$ cat src/design/pgen_timing_pkg.sv
/*
 * Constants, field layouts and the carrier type for the test-pattern
 * timing block. Assumes a byte-wide register port in the main map.
 */
package pgen_timing_pkg;

	// ---------------------------------------------------------------
	// Main-map offsets
	// ---------------------------------------------------------------
	localparam logic [7:0] MAIN_INDIRECT_INDEX = 8'h66;
	localparam logic [7:0] MAIN_INDIRECT_DATA = 8'h67;

	// ---------------------------------------------------------------
	// Indirect offsets
	// ---------------------------------------------------------------
	localparam logic [7:0] OFS_TOTAL_HORIZ_LOWER = 8'h04;
	localparam logic [7:0] OFS_TOTAL_SIZE_NIBBLES = 8'h05;
	localparam logic [7:0] OFS_TOTAL_VERTICAL_UPPER = 8'h06;
	localparam logic [7:0] OFS_ACTIVE_HORIZONTAL_LOWER = 8'h07;
	localparam logic [7:0] OFS_ACTIVE_SIZE_NIBBLES = 8'h08;
	localparam logic [7:0] OFS_ACTIVE_VERTICAL_UPPER = 8'h09;
	localparam logic [7:0] OFS_HSYNC_PULSE_WIDTH = 8'h0A;
	localparam logic [7:0] OFS_VSYNC_PULSE_WIDTH = 8'h0B;
	localparam logic [7:0] OFS_HORIZ_BACK_PORCH = 8'h0C;
	localparam logic [7:0] OFS_VERT_BACK_PORCH = 8'h0D;
	localparam logic [7:0] OFS_SYNC_CONTROL = 8'h0E;
	localparam int NUM_CFG = 11;

	// ---------------------------------------------------------------
	// Reset values
	// ---------------------------------------------------------------
	localparam logic [7:0] RST_TOTAL_HORIZ_LOWER = 8'h48;
	localparam logic [7:0] RST_TOTAL_SIZE_NIBBLES = 8'h53;
	localparam logic [7:0] RST_TOTAL_VERTICAL_UPPER = 8'h1E;
	localparam logic [7:0] RST_ACTIVE_HORIZONTAL_LOWER = 8'h20;
	localparam logic [7:0] RST_ACTIVE_SIZE_NIBBLES = 8'h03;
	localparam logic [7:0] RST_ACTIVE_VERTICAL_UPPER = 8'h1E;
	localparam logic [7:0] RST_HSYNC_PULSE_WIDTH = 8'h0A;
	localparam logic [7:0] RST_VSYNC_PULSE_WIDTH = 8'h02;
	localparam logic [7:0] RST_HORIZ_BACK_PORCH = 8'h0A;
	localparam logic [7:0] RST_VERT_BACK_PORCH = 8'h02;
	localparam logic [7:0] RST_SYNC_CONTROL = 8'h03;
	localparam logic [7:0] RST_INDIRECT_INDEX = 8'h00;

	// ---------------------------------------------------------------
	// Field positions
	// ---------------------------------------------------------------
	localparam int NIB_LO_LSB = 0;
	localparam int NIB_HI_LSB = 4;
	localparam int SC_HS_POL_BIT = 0;
	localparam int SC_VS_POL_BIT = 1;
	localparam int SC_HS_DIS_BIT = 2;
	localparam logic [7:0] SC_WRITABLE_MASK = 8'h07;

	typedef struct packed {
		logic [11:0] total_horiz_pixels;
		logic [11:0] total_vert_lines;
		logic [11:0] active_horiz_pixels;
		logic [11:0] active_vert_lines;
		logic [7:0] hsync_pixels;
		logic [7:0] vsync_lines;
		logic [7:0] horiz_porch_pixels;
		logic [7:0] vert_porch_lines;
		logic hs_pol;
		logic vs_pol;
		logic hs_dis;
	} timing_cfg_t;

endpackage : pgen_timing_pkg

$ cat src/design/pattern_gen_video_timing.sv
/*
 * Indirect timing register set and raster timing counters of the
 * test-pattern generator.
 * Assumes a synchronous byte-wide main-map register port, a pixel
 * rate given by clk_en, and an enable input from the control map.
 */
//
// Contract
// - Total horizontal pixels: 12 bits, upper nibble in bits 3-0 of nibble byte.
// - Total vertical lines: 12 bits, low nibble bits 7-4, upper byte separate.
// - Active horizontal pixels: 12 bits, low byte then bits 3-0 next byte.
// - Active vertical lines: 12 bits, low nibble bits 7-4 shared, upper byte next.
// - Hsync pulse lasts programmed pixels, legal 1 to 255.
// - Vsync pulse lasts programmed lines, legal 1 to 255.
// - Horizontal back porch lasts programmed pixels, legal 1 to 255.
// - Vertical back porch lasts programmed lines, legal 1 to 255.
// - Reset: hsync and horizontal porch ten pixels, vertical ones two lines.
// - Reset: active bytes hold 20h, 03h and 1Eh.
`timescale 1ns/1ps

module pattern_gen_video_timing #(
	parameter int CNT_W = 12
) (
	input wire logic mclk,
	input wire logic nrst,
	input wire logic clk_en,
	input wire logic pattern_enable,
	input wire logic [7:0] reg_addr,
	input wire logic [7:0] reg_wdata,
	input wire logic reg_wr,
	input wire logic reg_rd,
	output logic [7:0] reg_rdata,
	output logic hsync,
	output logic vsync,
	output logic data_enable
);

	// ---------------------------------------------------------------
	// Indirect register file
	// ---------------------------------------------------------------
	logic [7:0] indirect_index_q;
	logic [7:0] cfg_q [pgen_timing_pkg::NUM_CFG];
	logic [7:0] rdata_q;
	logic [7:0] idx_off;
	logic idx_hit;
	logic [7:0] indirect_data;
	pgen_timing_pkg::timing_cfg_t cfg;

	assign idx_off = indirect_index_q - pgen_timing_pkg::OFS_TOTAL_HORIZ_LOWER;
	assign idx_hit = (indirect_index_q >= pgen_timing_pkg::OFS_TOTAL_HORIZ_LOWER) &&
		(indirect_index_q <= pgen_timing_pkg::OFS_SYNC_CONTROL);
	assign indirect_data = idx_hit ? cfg_q[idx_off[3:0]] : 8'h00;

	// Index register in the main map
	always_ff @(posedge mclk or negedge nrst) begin
		if (!nrst) begin
			indirect_index_q <= pgen_timing_pkg::RST_INDIRECT_INDEX;
		end else if (clk_en && reg_wr && reg_addr == pgen_timing_pkg::MAIN_INDIRECT_INDEX) begin
			indirect_index_q <= reg_wdata;
		end
	end

	// Data register writes land at the indexed setting
	always_ff @(posedge mclk or negedge nrst) begin
		if (!nrst) begin
			cfg_q[0] <= pgen_timing_pkg::RST_TOTAL_HORIZ_LOWER;
			cfg_q[1] <= pgen_timing_pkg::RST_TOTAL_SIZE_NIBBLES;
			cfg_q[2] <= pgen_timing_pkg::RST_TOTAL_VERTICAL_UPPER;
			cfg_q[3] <= pgen_timing_pkg::RST_ACTIVE_HORIZONTAL_LOWER;
			cfg_q[4] <= pgen_timing_pkg::RST_ACTIVE_SIZE_NIBBLES;
			cfg_q[5] <= pgen_timing_pkg::RST_ACTIVE_VERTICAL_UPPER;
			cfg_q[6] <= pgen_timing_pkg::RST_HSYNC_PULSE_WIDTH;
			cfg_q[7] <= pgen_timing_pkg::RST_VSYNC_PULSE_WIDTH;
			cfg_q[8] <= pgen_timing_pkg::RST_HORIZ_BACK_PORCH;
			cfg_q[9] <= pgen_timing_pkg::RST_VERT_BACK_PORCH;
			cfg_q[10] <= pgen_timing_pkg::RST_SYNC_CONTROL;
		end else if (clk_en && reg_wr && reg_addr == pgen_timing_pkg::MAIN_INDIRECT_DATA &&
			idx_hit) begin
			if (indirect_index_q == pgen_timing_pkg::OFS_SYNC_CONTROL) begin
				cfg_q[idx_off[3:0]] <= reg_wdata & pgen_timing_pkg::SC_WRITABLE_MASK;
			end else begin
				cfg_q[idx_off[3:0]] <= reg_wdata;
			end
		end
	end

	// Read answer, registered
	always_ff @(posedge mclk or negedge nrst) begin
		if (!nrst) begin
			rdata_q <= 8'h00;
		end else if (clk_en && reg_rd) begin
			unique case (reg_addr)
				pgen_timing_pkg::MAIN_INDIRECT_INDEX: rdata_q <= indirect_index_q;
				pgen_timing_pkg::MAIN_INDIRECT_DATA: rdata_q <= indirect_data;
				default: rdata_q <= 8'h00;
			endcase
		end
	end
	assign reg_rdata = rdata_q;

	// ---------------------------------------------------------------
	// Field assembly
	// ---------------------------------------------------------------
	localparam int NH = pgen_timing_pkg::NIB_HI_LSB;
	localparam int NL = pgen_timing_pkg::NIB_LO_LSB;

	always_comb begin
		cfg.total_horiz_pixels = {cfg_q[1][NL +: 4], cfg_q[0]};
		cfg.total_vert_lines = {cfg_q[2], cfg_q[1][NH +: 4]};
		cfg.active_horiz_pixels = {cfg_q[4][NL +: 4], cfg_q[3]};
		cfg.active_vert_lines = {cfg_q[5], cfg_q[4][NH +: 4]};
		cfg.hsync_pixels = cfg_q[6];
		cfg.vsync_lines = cfg_q[7];
		cfg.horiz_porch_pixels = cfg_q[8];
		cfg.vert_porch_lines = cfg_q[9];
		cfg.hs_pol = cfg_q[10][pgen_timing_pkg::SC_HS_POL_BIT];
		cfg.vs_pol = cfg_q[10][pgen_timing_pkg::SC_VS_POL_BIT];
		cfg.hs_dis = cfg_q[10][pgen_timing_pkg::SC_HS_DIS_BIT];
	end

	// ---------------------------------------------------------------
	// Raster counters
	// ---------------------------------------------------------------
	logic [CNT_W-1:0] hcnt_q;
	logic [CNT_W-1:0] vcnt_q;
	logic h_last;
	logic v_last;
	logic [CNT_W:0] h_bp_end;
	logic [CNT_W:0] h_act_end;
	logic [CNT_W:0] v_bp_end;
	logic [CNT_W:0] v_act_end;
	logic h_sync_on;
	logic v_sync_on;
	logic h_act_on;
	logic v_act_on;

	// Settings are assumed static while enabled
	assign h_last = ({1'b0, hcnt_q} + (CNT_W+1)'(1)) >= {1'b0, cfg.total_horiz_pixels};
	assign v_last = ({1'b0, vcnt_q} + (CNT_W+1)'(1)) >= {1'b0, cfg.total_vert_lines};

	always_ff @(posedge mclk or negedge nrst) begin
		if (!nrst) begin
			hcnt_q <= '0;
		end else if (clk_en) begin
			if (!pattern_enable || h_last) begin
				hcnt_q <= '0;
			end else begin
				hcnt_q <= hcnt_q + CNT_W'(1);
			end
		end
	end

	always_ff @(posedge mclk or negedge nrst) begin
		if (!nrst) begin
			vcnt_q <= '0;
		end else if (clk_en) begin
			if (!pattern_enable) begin
				vcnt_q <= '0;
			end else if (h_last) begin
				vcnt_q <= v_last ? '0 : vcnt_q + CNT_W'(1);
			end
		end
	end

	// Sync, then back porch, then active, then front porch
	always_comb begin
		h_bp_end = (CNT_W+1)'(cfg.hsync_pixels) + (CNT_W+1)'(cfg.horiz_porch_pixels);
		h_act_end = h_bp_end + (CNT_W+1)'(cfg.active_horiz_pixels);
		v_bp_end = (CNT_W+1)'(cfg.vsync_lines) + (CNT_W+1)'(cfg.vert_porch_lines);
		v_act_end = v_bp_end + (CNT_W+1)'(cfg.active_vert_lines);
		h_sync_on = {1'b0, hcnt_q} < (CNT_W+1)'(cfg.hsync_pixels);
		v_sync_on = {1'b0, vcnt_q} < (CNT_W+1)'(cfg.vsync_lines);
		h_act_on = ({1'b0, hcnt_q} >= h_bp_end) && ({1'b0, hcnt_q} < h_act_end);
		v_act_on = ({1'b0, vcnt_q} >= v_bp_end) && ({1'b0, vcnt_q} < v_act_end);
	end

	// ---------------------------------------------------------------
	// Registered video outputs
	// ---------------------------------------------------------------
	always_ff @(posedge mclk or negedge nrst) begin
		if (!nrst) begin
			hsync <= 1'b0;
			vsync <= 1'b0;
			data_enable <= 1'b0;
		end else if (clk_en) begin
			hsync <= (pattern_enable && h_sync_on && !cfg.hs_dis) ^ cfg.hs_pol;
			vsync <= (pattern_enable && v_sync_on) ^ cfg.vs_pol;
			data_enable <= pattern_enable && h_act_on && v_act_on;
		end
	end

endmodule : pattern_gen_video_timing

$ cat config.mk
export PLATFORM = sky130hd
export DESIGN_NAME = pattern_gen_video_timing
export DESIGN_NICKNAME = d
export VERILOG_FILES = /design/src/design/pgen_timing_pkg.sv /design/src/design/pattern_gen_video_timing.sv
export SDC_FILE = /design/constraint.sdc
export NUM_CORES = 1
export LEC_CHECK = 0
export BUFFER_PORTS_ARGS = -buffer_cell sky130_fd_sc_hd__buf_2
export CAP_MARGIN = 10
export CELL_PAD_IN_SITES_DETAIL_PLACEMENT = 0
export CELL_PAD_IN_SITES_GLOBAL_PLACEMENT = 1
export CORE_AREA = 4 4 151 153
export DETAILED_ROUTE_END_ITERATION = 10
export DIE_AREA = 0 0 155 157
export PLACE_DENSITY = 0.8
export SLEW_MARGIN = 20
export SYNTH_ARGS = -nofsm -noshare
export SYNTH_HDL_FRONTEND = slang
export SYNTH_SLANG_ARGS = --single-unit
export TNS_END_PERCENT = 100
$ cat constraint.sdc
create_clock -name mclk -period 3.95 [get_ports mclk]
set_input_delay 0.5925 -clock mclk [delete_from_list [all_inputs] [get_ports mclk]]
set_output_delay 0.5925 -clock mclk [all_outputs]
set_load 0.02 [all_outputs]
**Yosys cells after proc, flatten, opt, wreduce, memory -nomap -nowiden**

Cells that the tools add are included.

- $add $sub $neg: 9
- $mul: 0
- Divide/modulo/power cells: 0
- Magnitude comparators: 12
- Eq/ne operators: 4
- Shift-type cells: 0
- Multiplexer cells: 14
- Bitwise logic cells: 3
- Reduce and logical (&&, ||, !) cells: 18

Operator list:

| cell | number |
|---|---|
| bitwise mux 88 bit | 2 |
| 2-to-1 mux 88 bit | 1 |
| 2-to-1 mux 12 bit | 4 |
| binary-select mux 8 bit (select 4 bit) | 1 |
| demux 8 bit (select 4 bit) | 1 |
| 2-to-1 mux 8 bit | 4 |
| adder 12 x 1 -> 13 bit, second input constant | 2 |
| adder 9 x 12 -> 13 bit | 2 |
| >= comparator 13 x 12 -> 1 bit | 2 |
| < comparator 12 x 13 -> 1 bit | 2 |
| adder 12 x 1 -> 12 bit, second input constant | 2 |
| >= comparator 12 x 9 -> 1 bit | 2 |
| < comparator 12 x 8 -> 1 bit | 2 |
| adder 8 x 8 -> 9 bit | 2 |
| == test 8 x 7 -> 1 bit, second input constant | 2 |
| one-hot mux 8 bit (2 select lines) | 1 |
| logical AND 1 bit | 14 |
| == test 8 x 4 -> 1 bit, second input constant | 1 |
| >= comparator 8 x 3 -> 1 bit, second input constant | 1 |
| <= comparator 8 x 4 -> 1 bit, second input constant | 1 |
| >= comparator 5 bit, second input constant | 1 |
| < comparator 5 x 1 -> 1 bit, second input constant | 1 |
| inverter 4 -> 5 bit | 1 |
| subtractor 4 x 3 -> 4 bit, second input constant | 1 |
| other kinds (5) | 7 |

- Flip-flop bits (word level): 131
- Bits in latches: 0
- RAM bits: 0
- Bits in read-only memories: 0
- Input bits: 22
- Output and inout port bits: 11
- Word-level logic and storage cells: 78
- Memories kept: 0

**Depth between registers and ports, before layout**

Gate-level depths: netlist of run 1.

- Depth in word-level cells: 8
- Mapped depth: 21
- Gate-level depth less buffers: 21

**Worst setup path after synthesis of run 1**

OpenSTA, ideal clock, no wires.

- Path kind: flip-flop to flip-flop
- Start: reg with a tool-made name
- End: reg data_enable
- Library setup time: 0.110 ns
- Data arrival time: 4.022 ns
- Data required time: 3.840 ns
- Path slack: -0.183 ns
- Cell stages (with the launch flop): 21
- Buffers on the path: 0
- Period minus slack after synthesis: 4.133 ns
- Path through: dfrtp_1 ha_1 fa_1 a21o_1 a21oi_1 o21bai_1 a21oi_1 xnor2_1 ha_1 a2111oi_0 o21ai_0 a31o_2 a21oi_1 xor2_1 ha_1 a21o_1 a21oi_1 o21ai_0 a21oi_1 a41oi_1 o41ai_1

RTL lines:

| item | RTL line | source |
|---|---|---|
| end signal: assignment | pattern_gen_video_timing.sv:188 | `data_enable <= pattern_enable && h_act_on && v_act_on;` |
| end: declaration | pattern_gen_video_timing.sv:35 | `output logic data_enable` |

==> summary.txt, run 1 <==
Status
  • Status: finished, violations left
  • Failing checks: negative setup slack

Layout
  • Share of layout cells above drive strength 1: 29.0%
  • Final Util: 52.8%
  • Antenna Cells: 0
  • Fin nets: 1187
  • Area growth syn-to-layout: 16.5%
  • Final Cell Area: 11400 sq um
  • Most frequent cells in the layout: ha_1, dfrtp_1, mux2_2
  • Commonest non-fill, non-tap cell in the layout: ha_1

STA
  • Unrepaired setup endpoints after global routing: true
  • Hold Vio Cnt, Final: 0
  • Final WS setup: -0.197 ns
  • Number of setup violations in the final report: 1
  • Rel. slew slack: 39.7%
  • Maximum clock rate: 0.241 GHz
  • Worst-margin pin slew: 0.904 ns
  • Final Cycle Share: 105%
  • Clk_skew: 0.00993 ns
  • Crit path time final: 4.15 ns
  • Fin. max-slew vios: 0

Routing
  • DRT antenna net count: 0
  • Total Wirelength: 27.9 mm
  • Vias: 7851
  • First-pass DRT Iterations: 7
  • DRC Markers: 0
  • Wire length per cell: 20.9 microns
  • Vias/cell: 5.89
  • Starting DRT DRC Count: 602

Clock tree
  • Root buffer cell: clkbuf_16
  • Clock latency on the worst-skew pair: 0.43 ns
  • CTS H-tree lvls: 4
  • CTS tree: yes
  • # hold bufs at CTS: 0
  • Cts bufs inserted: 17
  • Clock Sinks: 131
  • Clock Pin Slew Worst Setup and Hold Paths: 0.06 ns
  • CTS max path bufs: 2

Logic synthesis
  • Synthesized Nets: 1094
  • Seq/Total Area, Yosys: 33.9%
  • Synth Instances: 948
  • Top_reg_cell synth: dfrtp_1
  • #FFs+latches synth: 131
  • Distinct cells, synth: 70
  • Synthesized cell area: 9770 sq um
  • Ys async rst share: 100%
  • Yosys Warn Count: 0
  • Most area-hungry cell type in the Yosys netlist: dfrtp_1
  • Synth top area share: 27.1%
  • Syn_area_per_cell: 10.3 sq um
  • Number of flops mapped to enable cells by yosys: 0
  • Top post-synthesis cells by area: dfrtp_1, ha_1, mux2_2

Floorplanning
  • Row cnt: 54
  • DIE HEIGHT: 157 microns
  • Initial Utilization: 45.3%
  • Die area: 24300 sq um
  • I/O Pins: 33
  • Die span in x: 155 microns
  • Placeable Area: 21600 sq um

Pwr
  • Pleak: 0.00534 uW
  • Sequential share of power: 45.1%
  • Maximum vdd drop: 0.275 mV
  • Clock share of power: 49.2%
  • Comb power frac: 5.8%
  • Pwr Density: 264 nW/um^2
  • Int Power: 2240 uW
  • Psw: 766 uW
  • Sw Share: 25.5%

Global routing
  • Vias in the first global route: 7720
  • First-pass GRT wire length: 43.9 mm
  • Initial antenna violation count: 0
  • Total track usage: 23.4%
  • Total grt overflow: 0
  • Largest net degree at the start of global routing: 94

Place
  • GP Congestion: 0.891
  • Placed cell area: 10700 sq um
  • # port buffers: 32
  • Dpl hpwl: 21.5 mm

Critical path
  • CP Data Required Time: 4.27 ns
  • Crit-path max FO: 3
  • Crit end category: flop
  • Critical path startpoint category: flop
  • CP arrival: 4.47 ns
  • Critical path type: reg -> reg

Run
  • Max_cap viols: 0

Min path
  • Hold Crit Class: in -> async
synth_stat cells (5+ instances only):
library cell  number
o211ai_1           8
nand2b_1          16
nand2_1           68
clkbuf_1          19
a211o_1            7
a21o_1            20
xor2_1            23
a211oi_1           6
mux2_2            93
dfrtp_1          106
o2bb2ai_1         13
nand3_1           17
a221oi_1           6
ha_1             120
nand4_1            8
nor2_1            22
and2_1            13
a31oi_1            5
mux4_2            16
nor3_1            10
inv_1             74
o21a_1             8
o21ai_0           39
dfstp_2           25
o21bai_1           7
a32o_1             7
a21oi_1           54
nand3b_1           5
nor2b_1           16
mux2i_1            5
xnor2_1           29
and3_1             9
buf_1              8
power by group through the flow:
stage	clock (uW)	combinational, uW	sequential [uW]
after floorplan	0	89.4	1380
after global placement	0	172	1380
after detailed placement	0	175	1380
after CTS	1490	175	1360
after global routing	1550	189	1360
final	1480	174	1360
per-layer routing:
metal	global-route usage, %	vias to the layer above	share of wire [%]
li1	-	3671	-
met4	7.23	0	3.0
met2	36.7	230	45
met5	0	-	0
met1	33.6	3898	46
met3	3.46	52	5.5
critical path, stage by stage (launching register included):
cell      delay, ns
dfstp_2        0.56
ha_1           0.22
a21o_1         0.19
a21oi_2        0.16
nor2b_1        0.06
o21a_1         0.18
o41a_1         0.34
xor2_1         0.17
ha_1           0.33
a21oi_2        0.17
nand3b_1       0.10
a31o_2         0.26
nand2_1        0.08
xor2_1         0.15
ha_1           0.26
a21o_1         0.17
a21oi_2        0.13
o21ai_1        0.08
a21oi_1        0.15
a41oi_1        0.08
o41ai_2        0.21
final cells by class:
class / instances / area, sq um
fillers: 1971 / 10200
multi-input cells: 711 / 6160
flip-flops and latches: 131 / 3310
repair buffers: 105 / 727
clock buffers: 20 / 457
well taps: 280 / 350
inverters: 75 / 282
clock inverters: 12 / 98.8
path summary, 6_finish.rpt:
check                        startpoint                  end  cells past startpoint  slack [ns]
setup / recovery                   flop          data_enable                     20       -0.20
hold / removal                     nrst         reg_rdata[6]                      1        0.25
setup reg to reg                   flop          data_enable                     20       -0.20
hold reg to reg            reg_rdata[0]         reg_rdata[0]                      2        0.47
max in group asynchronous          nrst              cfg[66]                      2        2.85
min in group mclk          reg_wdata[3]  indirect_index_q[3]                      3        0.40
per-stage QoR:
step | instances | setup WS [ns] | hold slack, ns | setup TNS (ns) | total power (uW)
floorplan | 948 | -0.0476 | 0.297 | -0.0476 | 1470
finish | 1334 | -0.197 | 0.246 | -0.197 | 3010
global route | 1334 | -0.496 | 0.324 | -0.496 | 3100
detailed placement | 1298 | -0.342 | 0.466 | -0.342 | 1550
global placement | 1298 | -0.219 | 0.460 | -0.219 | 1550
CTS | 1333 | -0.200 | 0.306 | -0.200 | 3030
what timing repair did:
action,CTS,global route
pin swaps,10,5
cloned,0,0
hold endpoints to repair,0,0
setup buffers,3,1
setup endpoints to repair,1,16
gates resized for setup,12,8
logic make-up after synthesis:
| logic type | after synthesis | share of synthesized area (%) |
|---|---|---|
| and+or+nand+nor | 207 | 11.4 |
| xor gates and xnor gates | 52 | 4.66 |
| AOI/OAI and AO/OA | 214 | 14.9 |
| muxes | 114 | 14.9 |
| DFF | 131 | 33.9 |
| adders and majority gates | 124 | 16.2 |
| buffers and inverters | 106 | 4.12 |
Note: power is estimated with default switching activity, not from simulation.
==> run 2, diff against run 1 <==
Settings changed: SETUP_SLACK_MARGIN set to 0.1.
==> summary.txt, run 2 (synthesis results as in run 1) <==
STA
  • Clk_skew: 0.00916 ns
  • Final Cycle Share: 105%
  • Rel. slew slack: 36.0%
  • Maximum clock rate: 0.241 GHz
  • Crit path time final: 4.15 ns
  • Number of setup violations in the final report: 1
  • Setup TNS: -0.201 ns
  • Worst-margin pin slew: 0.956 ns
  • Hold Vio Cnt, Final: 0
  • Fin. max-slew vios: 0
  • Final WS setup: -0.201 ns
  • Unrepaired setup endpoints after global routing: true
  • Hold Worst Slack: 0.244 ns

Global routing
  • Total track usage: 23.4%
  • Initial antenna violation count: 0
  • Largest net degree at the start of global routing: 94
  • Vias in the first global route: 7720
  • First-pass GRT wire length: 43.9 mm
  • Total grt overflow: 0

Routing
  • Vias: 7865
  • Total Wirelength: 27.9 mm
  • DRC Markers: 0
  • DRT antenna net count: 0
  • Starting DRT DRC Count: 587
  • Vias/cell: 5.90
  • First-pass DRT Iterations: 5
  • Wire length per cell: 20.9 microns

Clock tree
  • CTS H-tree lvls: 4
  • Root buffer cell: clkbuf_16
  • CTS max path bufs: 2
  • Clock latency on the worst-skew pair: 0.43 ns
  • Cts bufs inserted: 17
  • Clock Sinks: 131
  • CTS tree: yes
  • Clock Pin Slew Worst Setup and Hold Paths: 0.06 ns

Critical path
  • Reg2reg end: data_enable
  • CP Data Required Time: 4.27 ns
  • Crit end category: flop
  • FF-to-FF path depth: 20
  • Flop-to-flop setup slack: -0.20 ns
  • CP arrival: 4.47 ns
  • Critical path type: reg -> reg
  • Critical path startpoint category: flop
  • Crit-path max FO: 3

Floorplanning
  • I/O Pins: 33
  • Row cnt: 54
  • Die area: 24300 sq um
  • Placeable Area: 21600 sq um
  • Initial Utilization: 45.3%
  • DIE HEIGHT: 157 microns
  • Die span in x: 155 microns

Layout
  • Share of layout cells above drive strength 1: 29.2%
  • Fin nets: 1187
  • Post-Layout Cell Count: 1334
  • Antenna Cells: 0
  • Area occupied by multi-input gates: 6160 sq um
  • Area growth syn-to-layout: 16.5%
  • Layout fillers: 1971
  • Commonest non-fill, non-tap cell in the layout: ha_1
  • Storage element area: 3310 sq um
  • Most frequent cells in the layout: ha_1, dfrtp_1, mux2_2

Pwr
  • Clock share of power: 49.2%
  • Maximum vdd drop: 0.276 mV
  • Sequential share of power: 45.0%
  • Int Power: 2240 uW
  • Pleak: 0.00534 uW
  • Pwr Density: 265 nW/um^2
  • Comb power frac: 5.8%
  • Psw: 772 uW
  • Sw Share: 25.6%
  • Total Power: 3010 uW

Min path
  • Hold Crit Class: in -> async

Run
  • Max_cap viols: 0

Place
  • Placed cells: 1298
  • Dpl hpwl: 21.5 mm
  • Pre-CTS WS: -0.342 ns
  • GP Congestion: 0.891
  • # port buffers: 32

Status
  • Status: finished, violations left
  • Failing checks: negative setup slack
[run 2: metal layers]
layer	share of wire [%]	up-vias	global-route usage [%]
met3	5.9	51	3.46
met4	2.9	0	7.23
met1	46	3922	33.6
met2	45	221	36.7
li1	-	3671	-
met5	0	-	0
[run 2: how the worst max path moves through the flow]
stage / endpoint / slack, ns / cells past startpoint
final: data_enable / -0.20 / 20
after floorplan: data_enable / -0.05 / 18
after detailed placement: data_enable / -0.34 / 20
after global placement: data_enable / -0.22 / 19
after global routing: data_enable / -0.50 / 20
after CTS: data_enable / -0.20 / 19
[run 2: power groups by stage]
stage | Sequential (uW) | Combinational [uW] | Clock (uW)
4_1_cts | 1360 | 175 | 1490
6_report | 1360 | 175 | 1480
5_1_grt | 1360 | 189 | 1550
2_1_floorplan | 1380 | 89.4 | 0
3_5_place_dp | 1380 | 175 | 0
3_3_place_gp | 1380 | 172 | 0
[run 2: layout make-up]
| cell class | instances | area share (%) |
|---|---|---|
| clock buffer | 20 | 4.01 |
| sequential | 131 | 29.1 |
| multi-input combinational | 711 | 54.1 |
| clock inverter | 12 | 0.868 |
| timing repair buffer | 105 | 6.38 |
| inverter | 75 | 2.47 |
| tap | 280 | 3.08 |
[run 2: what timing repair did]
item | in CTS | in global routing
resized for setup | 12 | 10
hold buffers | 0 | 0
buffers inserted | 3 | 1
cloned | 0 | 0
endpoints found under the setup margin | 1 | 17
pin swaps | 10 | 5
[run 2: critical path, stage by stage, from the launching register on]
cell and delay, ns:
dfstp_2 0.56, ha_1 0.22, a21o_1 0.19, a21oi_2 0.16
nor2b_1 0.06, o21a_1 0.18, o41a_1 0.34, xor2_1 0.17
ha_1 0.33, a21oi_2 0.17, nand3b_1 0.10, a31o_2 0.26
nand2_1 0.08, xor2_1 0.15, ha_1 0.26, a21o_1 0.17
a21oi_2 0.13, o21ai_1 0.08, a21oi_1 0.15, a41oi_1 0.08
o41ai_2 0.21
[run 2: metrics by stage]
step                instance area, sq um  utilization [%]
floorplan                           9800                -
global placement                   10700             49.8
detailed placement                 10700             49.8
CTS                                11300             52.6
global route                       11400             52.8
finish                             11400             52.8
